==> config.mk <==
export PLATFORM = sky130hd
export DESIGN_NAME = oscdec_top
export DESIGN_NICKNAME = d
export VERILOG_FILES = /design/src/hdl/oscdec_pkg.sv /design/src/hdl/oscdec_cfg_if.sv /design/src/hdl/oscdec_loader.sv /design/src/hdl/oscdec_top.sv
export VERILOG_INCLUDE_DIRS = /design/src /design/src/hdl
export SDC_FILE = /design/constraint.sdc
export NUM_CORES = 1
export LEC_CHECK = 0
export ABC_AREA = 1
export BUFFER_PORTS_ARGS = -buffer_cell sky130_fd_sc_hd__buf_2
export CORE_MARGIN = 1.5
export CORE_UTILIZATION = 32
export DETAILED_ROUTE_END_ITERATION = 6
export GPL_TIMING_DRIVEN = 0
export PLACE_DENSITY = 0.65
export SYNTH_ARGS = -nofsm -noshare
export SYNTH_HDL_FRONTEND = slang
export SYNTH_SLANG_ARGS = --single-unit
==> constraint.sdc <==
create_clock -name CORE_CLK_I -period 1.5 [get_ports CORE_CLK_I]
set_input_delay 0.225 -clock CORE_CLK_I [delete_from_list [all_inputs] [get_ports CORE_CLK_I]]
set_output_delay 0.225 -clock CORE_CLK_I [all_outputs]
set_load 0.02 [all_outputs]
==> src/hdl/oscdec_defs.svh <==
// constants for the oscillator configuration word decoder
`ifndef OSCDEC_DEFS_SVH
`define OSCDEC_DEFS_SVH
// ----------------------------------------------------------------
// register offsets (byte addresses on the register bus)
// ----------------------------------------------------------------
`define OSCDEC_OFS_CFG_WORD     12'h000
`define OSCDEC_OFS_STATUS       12'h004
`define OSCDEC_OFS_RELOAD       12'h008
// ----------------------------------------------------------------
// field positions in the configuration word
// ----------------------------------------------------------------
`define OSCDEC_BIT_FSCM         15
`define OSCDEC_BIT_SWITCH       14
`define OSCDEC_BIT_SEC_XTAL     12
`define OSCDEC_BIT_CLKOUT_FN    10
`define OSCDEC_POS_PRI_MODE     8
`define OSCDEC_BIT_TWO_SPEED    7
`define OSCDEC_BIT_SEC_EN       6
`define OSCDEC_BIT_PLL_REF      4
`define OSCDEC_POS_INIT_OSC     0
`define OSCDEC_RSVD_MASK        32'hffff_2828
// ----------------------------------------------------------------
// reset and timing
// ----------------------------------------------------------------
`define OSCDEC_WORD_RESET       32'hffff_ffff
`define OSCDEC_LOAD_WAIT        8'h04
`endif

==> src/hdl/oscdec_pkg.sv <==
// types for the oscillator configuration word decoder
package oscdec_pkg;
  // primary oscillator operating mode
  typedef enum logic [1:0]
  {
    OSCDEC_PRI_EXT_CLK,
    OSCDEC_PRI_STD_XTAL,
    OSCDEC_PRI_HIGH_SPEED_XTAL,
    OSCDEC_PRI_OFF
  } oscdec_pri_mode_t;
  // initial oscillator choice after decode
  typedef enum logic [2:0]
  {
    OSCDEC_INIT_FAST_RC_DIV,
    OSCDEC_INIT_PRI_OR_FAST_RC_PLL,
    OSCDEC_INIT_PRI,
    OSCDEC_INIT_SEC,
    OSCDEC_INIT_LOW_POWER_RC
  } oscdec_init_osc_t;
endpackage : oscdec_pkg

==> src/hdl/oscdec_cfg_if.sv <==
// interface carrying the captured word between loader and decoder
`timescale 1ns/1ps
interface oscdec_cfg_if;
  logic [31:0] word;   // captured configuration word
  logic        valid;  // word has been captured
  modport loader (output word, output valid);
  modport user   (input word, input valid);
endinterface : oscdec_cfg_if

==> src/hdl/oscdec_loader.sv <==
// capture of the configuration word from storage after reset
`timescale 1ns/1ps
`include "oscdec_defs.svh"
module oscdec_loader
(
  // clock and reset
  input  wire logic   clk_i,
  input  wire logic   rst_b_i,
  // storage side
  input  wire logic [31:0] flash_word_i,
  input  wire logic   reload_i,
  // captured word
  oscdec_cfg_if.loader cfg
);
  // ----------------------------------------------------------------
  // settle counter, then a single capture
  // ----------------------------------------------------------------
  logic [7:0] wait_reg;   // cycles left before capture
  logic       done_reg;   // capture done
  logic [31:0] word_reg;  // held word

  // wait for storage to settle after reset release
  always_ff @(posedge clk_i or negedge rst_b_i)
  begin
    if (!rst_b_i)
      wait_reg <= `OSCDEC_LOAD_WAIT;
    else if (reload_i)
      wait_reg <= `OSCDEC_LOAD_WAIT;
    else if (wait_reg != 8'h00)
      wait_reg <= wait_reg - 8'h01;
  end

  // capture once, hold until next reset or reload
  always_ff @(posedge clk_i or negedge rst_b_i)
  begin
    if (!rst_b_i)
    begin
      done_reg <= 1'b0;
      word_reg <= `OSCDEC_WORD_RESET;
    end
    else if (reload_i)
      done_reg <= 1'b0;
    else if (!done_reg && wait_reg == 8'h00)
    begin
      done_reg <= 1'b1;
      word_reg <= flash_word_i;
    end
  end

  assign cfg.word  = word_reg;
  assign cfg.valid = done_reg;
endmodule : oscdec_loader

==> src/hdl/oscdec_top.sv <==
// oscillator configuration word decoder with register access
//
// Summary of operation
// - switching allowed only when bit 14 set
// - fail-safe monitor only when bit 15 set
// - crystal secondary owns its two shared pins
// - external secondary clock, pins stay with ports
// - clock-out pin drives sysclk when bit clear
// - primary mode: off, fast, standard, external clock
// - two-speed start-up only when bit set
// - secondary oscillator enabled by its bit
// - PLL reference fast RC or primary at reset
// - initial oscillator decode, reserved falls to fast RC
//
// Design decisions made here: the register offsets and register access over AXI4-Lite.
`timescale 1ns/1ps
`include "oscdec_defs.svh"
module oscdec_top
(
  // clock and reset
  input  wire logic        CORE_CLK_I,
  input  wire logic        RST_B_I,
  // configuration storage
  input  wire logic [31:0] FLASH_WORD_I,
  // axi4-lite write address
  input  wire logic        S_AXI_AWVALID,
  output logic             S_AXI_AWREADY,
  input  wire logic [11:0] S_AXI_AWADDR,
  // axi4-lite write data
  input  wire logic        S_AXI_WVALID,
  output logic             S_AXI_WREADY,
  input  wire logic [31:0] S_AXI_WDATA,
  input  wire logic [3:0]  S_AXI_WSTRB,
  // axi4-lite write response
  output logic             S_AXI_BVALID,
  input  wire logic        S_AXI_BREADY,
  output logic [1:0]       S_AXI_BRESP,
  // axi4-lite read address
  input  wire logic        S_AXI_ARVALID,
  output logic             S_AXI_ARREADY,
  input  wire logic [11:0] S_AXI_ARADDR,
  // axi4-lite read data
  output logic             S_AXI_RVALID,
  input  wire logic        S_AXI_RREADY,
  output logic [31:0]      S_AXI_RDATA,
  output logic [1:0]       S_AXI_RRESP,
  // decoded clock settings
  output logic             SETTINGS_VALID_O,
  output logic             CLOCK_SWITCH_EN_O,
  output logic             FAIL_SAFE_MON_EN_O,
  output logic             SEC_XTAL_PINS_O,
  output logic             SEC_EXT_CLK_O,
  output logic             CLOCK_OUT_PIN_SYSCLK_O,
  output oscdec_pkg::oscdec_pri_mode_t PRI_MODE_O,
  output logic             TWO_SPEED_STARTUP_O,
  output logic             SEC_OSC_EN_O,
  output logic             PLL_REF_FAST_RC_O,
  output oscdec_pkg::oscdec_init_osc_t INIT_OSC_O,
  output logic             RSVD_ERROR_O
);
  import oscdec_pkg::*;

  // ----------------------------------------------------------------
  // word capture
  // ----------------------------------------------------------------
  oscdec_cfg_if cfg_bus ();   // captured word carrier
  logic         reload_pulse; // software request to recapture

  // samples the storage word once after reset and again after each reload
  oscdec_loader u_loader
  (
    .clk_i        (CORE_CLK_I),
    .rst_b_i      (RST_B_I),
    .flash_word_i (FLASH_WORD_I),
    .reload_i     (reload_pulse),
    .cfg          (cfg_bus.loader)
  );

  // ----------------------------------------------------------------
  // decode into held settings
  // ----------------------------------------------------------------
  logic [31:0] w;            // captured word
  logic [2:0]  init_field;   // initial oscillator field
  logic        valid_reg;    // settings latched

  assign w          = cfg_bus.word;
  assign init_field = w[`OSCDEC_POS_INIT_OSC +: 3];

  // settings follow the held word only
  always_ff @(posedge CORE_CLK_I or negedge RST_B_I)
  begin
    if (!RST_B_I)
    begin
      valid_reg              <= 1'b0;
      CLOCK_SWITCH_EN_O      <= 1'b0;
      FAIL_SAFE_MON_EN_O     <= 1'b0;
      SEC_XTAL_PINS_O        <= 1'b0;
      SEC_EXT_CLK_O          <= 1'b0;
      CLOCK_OUT_PIN_SYSCLK_O <= 1'b0;
      PRI_MODE_O             <= OSCDEC_PRI_OFF;
      TWO_SPEED_STARTUP_O    <= 1'b0;
      SEC_OSC_EN_O           <= 1'b0;
      PLL_REF_FAST_RC_O      <= 1'b1;
      RSVD_ERROR_O           <= 1'b0;
    end
    else
    begin
      valid_reg              <= cfg_bus.valid;
      CLOCK_SWITCH_EN_O      <= w[`OSCDEC_BIT_SWITCH];
      FAIL_SAFE_MON_EN_O     <= w[`OSCDEC_BIT_FSCM];
      SEC_XTAL_PINS_O        <= w[`OSCDEC_BIT_SEC_XTAL];
      SEC_EXT_CLK_O          <= !w[`OSCDEC_BIT_SEC_XTAL];
      CLOCK_OUT_PIN_SYSCLK_O <= !w[`OSCDEC_BIT_CLKOUT_FN];
      // field encoding matches enum order directly
      PRI_MODE_O <= oscdec_pri_mode_t'(w[`OSCDEC_POS_PRI_MODE +: 2]);
      TWO_SPEED_STARTUP_O    <= w[`OSCDEC_BIT_TWO_SPEED];
      SEC_OSC_EN_O           <= w[`OSCDEC_BIT_SEC_EN];
      PLL_REF_FAST_RC_O      <= w[`OSCDEC_BIT_PLL_REF];
      // flag a word whose reserved bits are not all one
      RSVD_ERROR_O <= (w & `OSCDEC_RSVD_MASK) != `OSCDEC_RSVD_MASK;
    end
  end

  // initial oscillator decode, reserved codes fall back to fast rc
  always_ff @(posedge CORE_CLK_I or negedge RST_B_I)
  begin
    if (!RST_B_I)
      INIT_OSC_O <= OSCDEC_INIT_FAST_RC_DIV;
    else
    begin
      case (init_field)
        3'h1:    INIT_OSC_O <= OSCDEC_INIT_PRI_OR_FAST_RC_PLL;
        3'h2:    INIT_OSC_O <= OSCDEC_INIT_PRI;
        3'h4:    INIT_OSC_O <= OSCDEC_INIT_SEC;
        3'h5:    INIT_OSC_O <= OSCDEC_INIT_LOW_POWER_RC;
        default: INIT_OSC_O <= OSCDEC_INIT_FAST_RC_DIV;
      endcase
    end
  end

  assign SETTINGS_VALID_O = valid_reg;

  // ----------------------------------------------------------------
  // axi4-lite write channel
  // ----------------------------------------------------------------
  logic        aw_got_reg;  // write address held
  logic        w_got_reg;   // write data held
  logic [11:0] aw_addr_reg; // held write address
  logic [31:0] w_data_reg;  // held write data
  logic        w_strb0_reg; // low byte lane enabled
  logic        wr_fire;     // both halves present

  assign S_AXI_AWREADY = !aw_got_reg && !S_AXI_BVALID;
  assign S_AXI_WREADY  = !w_got_reg && !S_AXI_BVALID;
  assign wr_fire       = aw_got_reg && w_got_reg;

  // collect address and data in either order
  always_ff @(posedge CORE_CLK_I or negedge RST_B_I)
  begin
    if (!RST_B_I)
    begin
      aw_got_reg  <= 1'b0;
      w_got_reg   <= 1'b0;
      aw_addr_reg <= 12'h000;
      w_data_reg  <= 32'h0000_0000;
      w_strb0_reg <= 1'b0;
    end
    else if (wr_fire)
    begin
      aw_got_reg <= 1'b0;
      w_got_reg  <= 1'b0;
    end
    else
    begin
      if (S_AXI_AWVALID && S_AXI_AWREADY)
      begin
        aw_got_reg  <= 1'b1;
        aw_addr_reg <= S_AXI_AWADDR;
      end
      if (S_AXI_WVALID && S_AXI_WREADY)
      begin
        w_got_reg   <= 1'b1;
        w_data_reg  <= S_AXI_WDATA;
        w_strb0_reg <= S_AXI_WSTRB[0];
      end
    end
  end

  // only the reload register accepts writes
  assign reload_pulse = wr_fire && w_strb0_reg && w_data_reg[0]
                        && aw_addr_reg[11:2] == `OSCDEC_OFS_RELOAD >> 2;

  // write response, slverr for anything but the reload register
  always_ff @(posedge CORE_CLK_I or negedge RST_B_I)
  begin
    if (!RST_B_I)
    begin
      S_AXI_BVALID <= 1'b0;
      S_AXI_BRESP  <= 2'b00;
    end
    else if (wr_fire)
    begin
      S_AXI_BVALID <= 1'b1;
      if (aw_addr_reg[11:2] == `OSCDEC_OFS_RELOAD >> 2)
        S_AXI_BRESP <= 2'b00;
      else
        S_AXI_BRESP <= 2'b10;
    end
    else if (S_AXI_BREADY)
      S_AXI_BVALID <= 1'b0;
  end

  // ----------------------------------------------------------------
  // axi4-lite read channel
  // ----------------------------------------------------------------
  logic [31:0] status_word; // decoded settings readback

  assign S_AXI_ARREADY = !S_AXI_RVALID;
  // bits 31:17 read as zero, valid flag sits at bit 16
  assign status_word   = {15'h0000, valid_reg, RSVD_ERROR_O, 3'h0,
                          INIT_OSC_O, PRI_MODE_O, CLOCK_SWITCH_EN_O,
                          FAIL_SAFE_MON_EN_O, SEC_XTAL_PINS_O,
                          CLOCK_OUT_PIN_SYSCLK_O, TWO_SPEED_STARTUP_O,
                          SEC_OSC_EN_O, PLL_REF_FAST_RC_O};

  // one read at a time, answer the cycle after the address
  always_ff @(posedge CORE_CLK_I or negedge RST_B_I)
  begin
    if (!RST_B_I)
    begin
      S_AXI_RVALID <= 1'b0;
      S_AXI_RDATA  <= 32'h0000_0000;
      S_AXI_RRESP  <= 2'b00;
    end
    else if (S_AXI_ARVALID && S_AXI_ARREADY)
    begin
      S_AXI_RVALID <= 1'b1;
      S_AXI_RRESP  <= 2'b00;
      if (S_AXI_ARADDR[11:2] == `OSCDEC_OFS_CFG_WORD >> 2)
        S_AXI_RDATA <= w;
      else if (S_AXI_ARADDR[11:2] == `OSCDEC_OFS_STATUS >> 2)
        S_AXI_RDATA <= status_word;
      else if (S_AXI_ARADDR[11:2] == `OSCDEC_OFS_RELOAD >> 2)
        S_AXI_RDATA <= 32'h0000_0000;
      else
      begin
        S_AXI_RDATA <= 32'h0000_0000;
        S_AXI_RRESP <= 2'b10;
      end
    end
    else if (S_AXI_RREADY)
      S_AXI_RVALID <= 1'b0;
  end
endmodule : oscdec_top

==> report_table.html <==
<table>
<tr><th>Metric</th><th>Value</th></tr>
<tr><th colspan="2">Setup path</th></tr>
<tr><td>Sequence of cells on the critical path</td><td>inv_1 &gt; ha_4 &gt; nand2_4 &gt; nor3_4 &gt; buf_6 &gt; nand2_4 &gt; buf_4 &gt; nand2_1 &gt; nand2_1</td></tr>
<tr><td>Worst Path Required</td><td>~1.8 ns</td></tr>
<tr><td>Critical Path Sink Type</td><td>register</td></tr>
<tr><td>Crit-path max FO</td><td>7</td></tr>
<tr><td>Crit path buffers/inverters</td><td>3</td></tr>
<tr><td>Critical path type</td><td>register to register</td></tr>
<tr><td>Max stage delay cell, worst path</td><td>dfrtp_1</td></tr>
<tr><td>CP Launch Type</td><td>register</td></tr>
<tr><td>Register-to-register path setup slack</td><td>~0.067 ns</td></tr>
<tr><td>CP arrival</td><td>~1.7 ns</td></tr>
<tr><td>Category of cells accounting for the largest share of critical-path delay</td><td>simple AND/OR/NAND/NOR gates</td></tr>
<tr><td>Delay of the slowest critical-path stage</td><td>between 0.3 and 0.4 ns</td></tr>
<tr><th colspan="2">Timing</th></tr>
<tr><td>Max Clk Rate</td><td>about 700 MHz</td></tr>
<tr><td>Transition time at the pin with the least slew margin</td><td>0.843 ns</td></tr>
<tr><td>Worst hold margin</td><td>-0.0236 ns</td></tr>
<tr><td>Clock period minus final worst setup slack</td><td>roughly 1.4 ns</td></tr>
<tr><td>Final critical-path share of the clock period</td><td>0.955</td></tr>
<tr><td>Number of endpoints failing setup at the final stage</td><td>0</td></tr>
<tr><td>Final Hold Fails</td><td>25</td></tr>
<tr><td>Post-route clock skew</td><td>between 0.007 and 0.008 ns</td></tr>
<tr><td>Post-Route Setup TNS</td><td>0 ns</td></tr>
<tr><td>Remaining max-slew budget at the tightest pin</td><td>0.438</td></tr>
<tr><td>Unrepaired setup endpoints after global routing</td><td>true</td></tr>
<tr><td>Number of slew-limit violations in the final report</td><td>0</td></tr>
<tr><th colspan="2">Pwr</th></tr>
<tr><td>NetSw</td><td>2.26 mW</td></tr>
<tr><td>Internal power contribution</td><td>around 5.3 mW</td></tr>
<tr><td>Proportion of power drawn by flip-flops and latches</td><td>0.474</td></tr>
<tr><td>Max VDD drop</td><td>approximately 0.7 mV</td></tr>
<tr><td>Total power divided by cell area</td><td>between 1000 and 1500 nW/µm²</td></tr>
<tr><td>Static Leak</td><td>roughly 3 nW</td></tr>
<tr><td>Fraction of power consumed by combinational cells</td><td>0.209</td></tr>
<tr><td>Clock share of power</td><td>0.316</td></tr>
<tr><td>Switching share of total power</td><td>0.297</td></tr>
<tr><th colspan="2">CTS</th></tr>
<tr><td>Post-CTS clock slew at the launch and capture registers of the worst setup and hold paths</td><td>about 0.07 ns</td></tr>
<tr><td>Clock tree from TritonCTS</td><td>yes</td></tr>
<tr><td>Root Buffer Master</td><td>clkbuf_16</td></tr>
<tr><td>Maximum level of the CTS H-tree</td><td>3</td></tr>
<tr><td>Number of buffers created by CTS</td><td>9</td></tr>
<tr><td>Clock net sink count</td><td>106</td></tr>
<tr><td>Latest clock arrival within the worst-skew pair</td><td>0.35 ns</td></tr>
<tr><td>CTS max path bufs</td><td>2</td></tr>
<tr><td>Number of hold buffers added after cts</td><td>0</td></tr>
<tr><th colspan="2">Finish</th></tr>
<tr><td>Share of layout cells above drive strength 1</td><td>0.353</td></tr>
<tr><td>Filler instances</td><td>1385</td></tr>
<tr><td>Commonest non-fill, non-tap cell in the layout</td><td>nand2_1</td></tr>
<tr><td>Net count, final</td><td>roughly 740</td></tr>
<tr><td>Multi-input gate area in the final layout</td><td>1680 µm²</td></tr>
<tr><td>Seq. cell area</td><td>2700 µm²</td></tr>
<tr><td>Non-Filler Instances</td><td>827</td></tr>
<tr><td>Leading cell types in the layout, fill and taps excluded</td><td>182 x nand2_1, 118 x buf_2, 70 x dfrtp_1</td></tr>
<tr><td>Area Overhead vs Synth</td><td>28.1%</td></tr>
<tr><th colspan="2">Routing</th></tr>
<tr><td>Detailed-route wire length</td><td>11200 µm</td></tr>
<tr><td>Total via count after detailed routing</td><td>between 3000 and 4000</td></tr>
<tr><td>Detailed-route vias per instance</td><td>between 4 and 5</td></tr>
<tr><td>Remaining design rule violation count</td><td>0</td></tr>
<tr><td>Routed WL per cell</td><td>approximately 14 µm</td></tr>
<tr><td>Number of nets still failing antenna checks after routing</td><td>0</td></tr>
<tr><td>First-pass detailed-route iteration total</td><td>4</td></tr>
<tr><td>Number of violations reported at the end of detailed-routing iteration 0</td><td>~170</td></tr>
<tr><th colspan="2">Placed design</th></tr>
<tr><td>Final weighted congestion of routability-driven global placement</td><td>0.814</td></tr>
<tr><td>Post-detail-place hpwl</td><td>8610 µm</td></tr>
<tr><td>Total instance count after detailed placement</td><td>798</td></tr>
<tr><td>Count of buffers from port buffering</td><td>114</td></tr>
<tr><th colspan="2">Min path</th></tr>
<tr><td>Type of the tightest min-delay check</td><td>input port to asynchronous set/reset pin</td></tr>
<tr><th colspan="2">Floorplanning</th></tr>
<tr><td>Std-Cell Rows</td><td>43</td></tr>
<tr><td>Initial core utilization</td><td>0.329</td></tr>
<tr><td>Die Footprint</td><td>between 10000 and 15000 µm²</td></tr>
<tr><td>Die Span Y</td><td>between 100 and 150 µm</td></tr>
<tr><td>Horiz. Die Dim</td><td>122 µm</td></tr>
<tr><td>Floorplan core area</td><td>13900 µm²</td></tr>
<tr><td>Ports</td><td>155</td></tr>
<tr><th colspan="2">Synth</th></tr>
<tr><td>Number of distinct library cell variants in the gate-level netlist after synthesis</td><td>28</td></tr>
<tr><td>Number of warnings issued by yosys</td><td>0</td></tr>
<tr><td>#FFs+latches synth</td><td>between 100 and 150</td></tr>
<tr><td>Post-Syn Instances</td><td>about 500</td></tr>
<tr><td>Synth Area per Inst</td><td>9.09 µm²</td></tr>
<tr><td>Seq/Total Area, Yosys</td><td>0.591</td></tr>
<tr><td>Post-synth design cell area</td><td>~4600 µm²</td></tr>
<tr><th colspan="2">Global routing</th></tr>
<tr><td>Pin count of the biggest net entering global routing</td><td>68</td></tr>
<tr><td>Antenna violations before repair</td><td>2</td></tr>
<tr><td>Grt total ovfl</td><td>0</td></tr>
<tr><td>Number of global-route vias before repair</td><td>approximately 3700</td></tr>
<tr><td>Total GRT Usage</td><td>0.156</td></tr>
<tr><td>First-pass GRT wire length</td><td>18000 µm</td></tr>
<tr><th colspan="2">Flow run</th></tr>
<tr><td>Number of maximum-capacitance violations</td><td>0</td></tr>
<tr><th colspan="2">Status</th></tr>
<tr><td>Run status</td><td>complete, but fails checks</td></tr>
<tr><td>Violated checks</td><td>hold timing</td></tr>
</table>
## timing repair
| item | in CTS | in global routing |
|---|---|---|
| cloned | 0 | 2 |
| pin swaps | 1 | 5 |
| setup endpoints to repair | 47 | 46 |
| buffers inserted | 5 | 5 |
| gates resized for setup | 7 | 19 |
## Yosys cell counts
cell,count,area (µm²)
a21oi_1,4,20.0
a31oi_1,1,6.26
buf_2,6,30.0
buf_4,2,15.0
buf_6,7,78.8
clkbuf_1,9,33.8
conb_1,1,3.75
dfrtp_1,70,1750
dfstp_2,36,946
ha_1,1,12.5
inv_1,21,78.8
mux2_2,11,124
nand2_1,184,691
nand2_2,1,6.26
nand2_4,2,22.5
nand3_1,66,330
nand3b_1,1,7.51
nand4_1,8,50.1
nor2_1,35,131
nor2_4,3,33.8
nor3_1,1,5.00
nor3_4,1,16.3
nor3b_1,1,7.51
o21ai_0,17,85.1
o21ai_1,10,50.1
o21bai_1,1,7.51
xnor2_1,1,8.76
xor2_1,1,8.76
## kinds of logic (layout without fill, tap and decap cells)
group | Yosys count | count (layout) | synth area share
adders and majority gates | 1 | 1 | 0.00274
and+or+nand+nor | 303 | 303 | 0.285
DFF | 106 | 106 | 0.591
buffers and inverters | 45 | 188 | 0.0518
AOI/OAI and AO/OA | 33 | 33 | 0.0370
xor gates and xnor gates | 2 | 2 | 0.00384
other | 1 | 3 | 0.000822
muxes | 11 | 11 | 0.0272
## metal layers
layer | routed length [µm] | global-route usage | vias to the layer above | part of all wire
met5 | 13 | 0 | - | 0.0012
met4 | 168 | 0.0509 | 2 | 0.015
met3 | 693 | 0.0451 | 17 | 0.062
met2 | 5360 | 0.257 | 94 | 0.48
met1 | 4950 | 0.198 | 1711 | 0.44
li1 | - | - | 1893 | -
## stage by stage
step,utilization,setup slack [ns],cell area (µm²),total power [mW]
floorplan,-,0.00837,4570,4.57
global placement,0.386,-0.873,5360,4.97
detailed placement,0.388,-0.222,5390,5.06
CTS,0.414,0.00317,5750,7.57
global route,0.421,-0.0205,5840,8.05
finish,0.421,0.0668,5840,7.60
## cell type report
class	instances	area share
Sequential cell	106	0.462
Inverter	21	0.0135
Antenna cell	1	0.000428
Multi-Input combinational cell	352	0.287
Tap cell	180	0.0385
Timing Repair Buffer	127	0.118
Clock inverter	5	0.0107
Clock buffer	11	0.0415
Buffer	24	0.0289
## power by group through the flow
stage                     Clock, mW  Combinational (mW)  Sequential (mW)
after detailed placement          0                1.41             3.65
after floorplan                   0               0.956             3.61
final                          2.40                1.59             3.61
after global placement            0                1.34             3.63
after global routing           2.59                1.80             3.67
after CTS                      2.47                1.51             3.60
## path summary, 6_finish.rpt
| check | startpoint | endpoint | depth (start not counted) |
|---|---|---|---|
| max | u_loader.wait_reg[1] | u_loader.cfg.word[30] | 9 |
| min | RST_B_I | S_AXI_RVALID | 1 |
| max reg2reg | u_loader.wait_reg[1] | u_loader.cfg.word[30] | 9 |
| min reg2reg | u_loader.cfg.word[8] | PRI_MODE_O[0] | 0 |
| max in group asynchronous | RST_B_I | u_loader.cfg.word[26] | 2 |
| min in group CORE_CLK_I | S_AXI_RREADY | S_AXI_RVALID | 2 |
(Power assumes the default switching activity.)
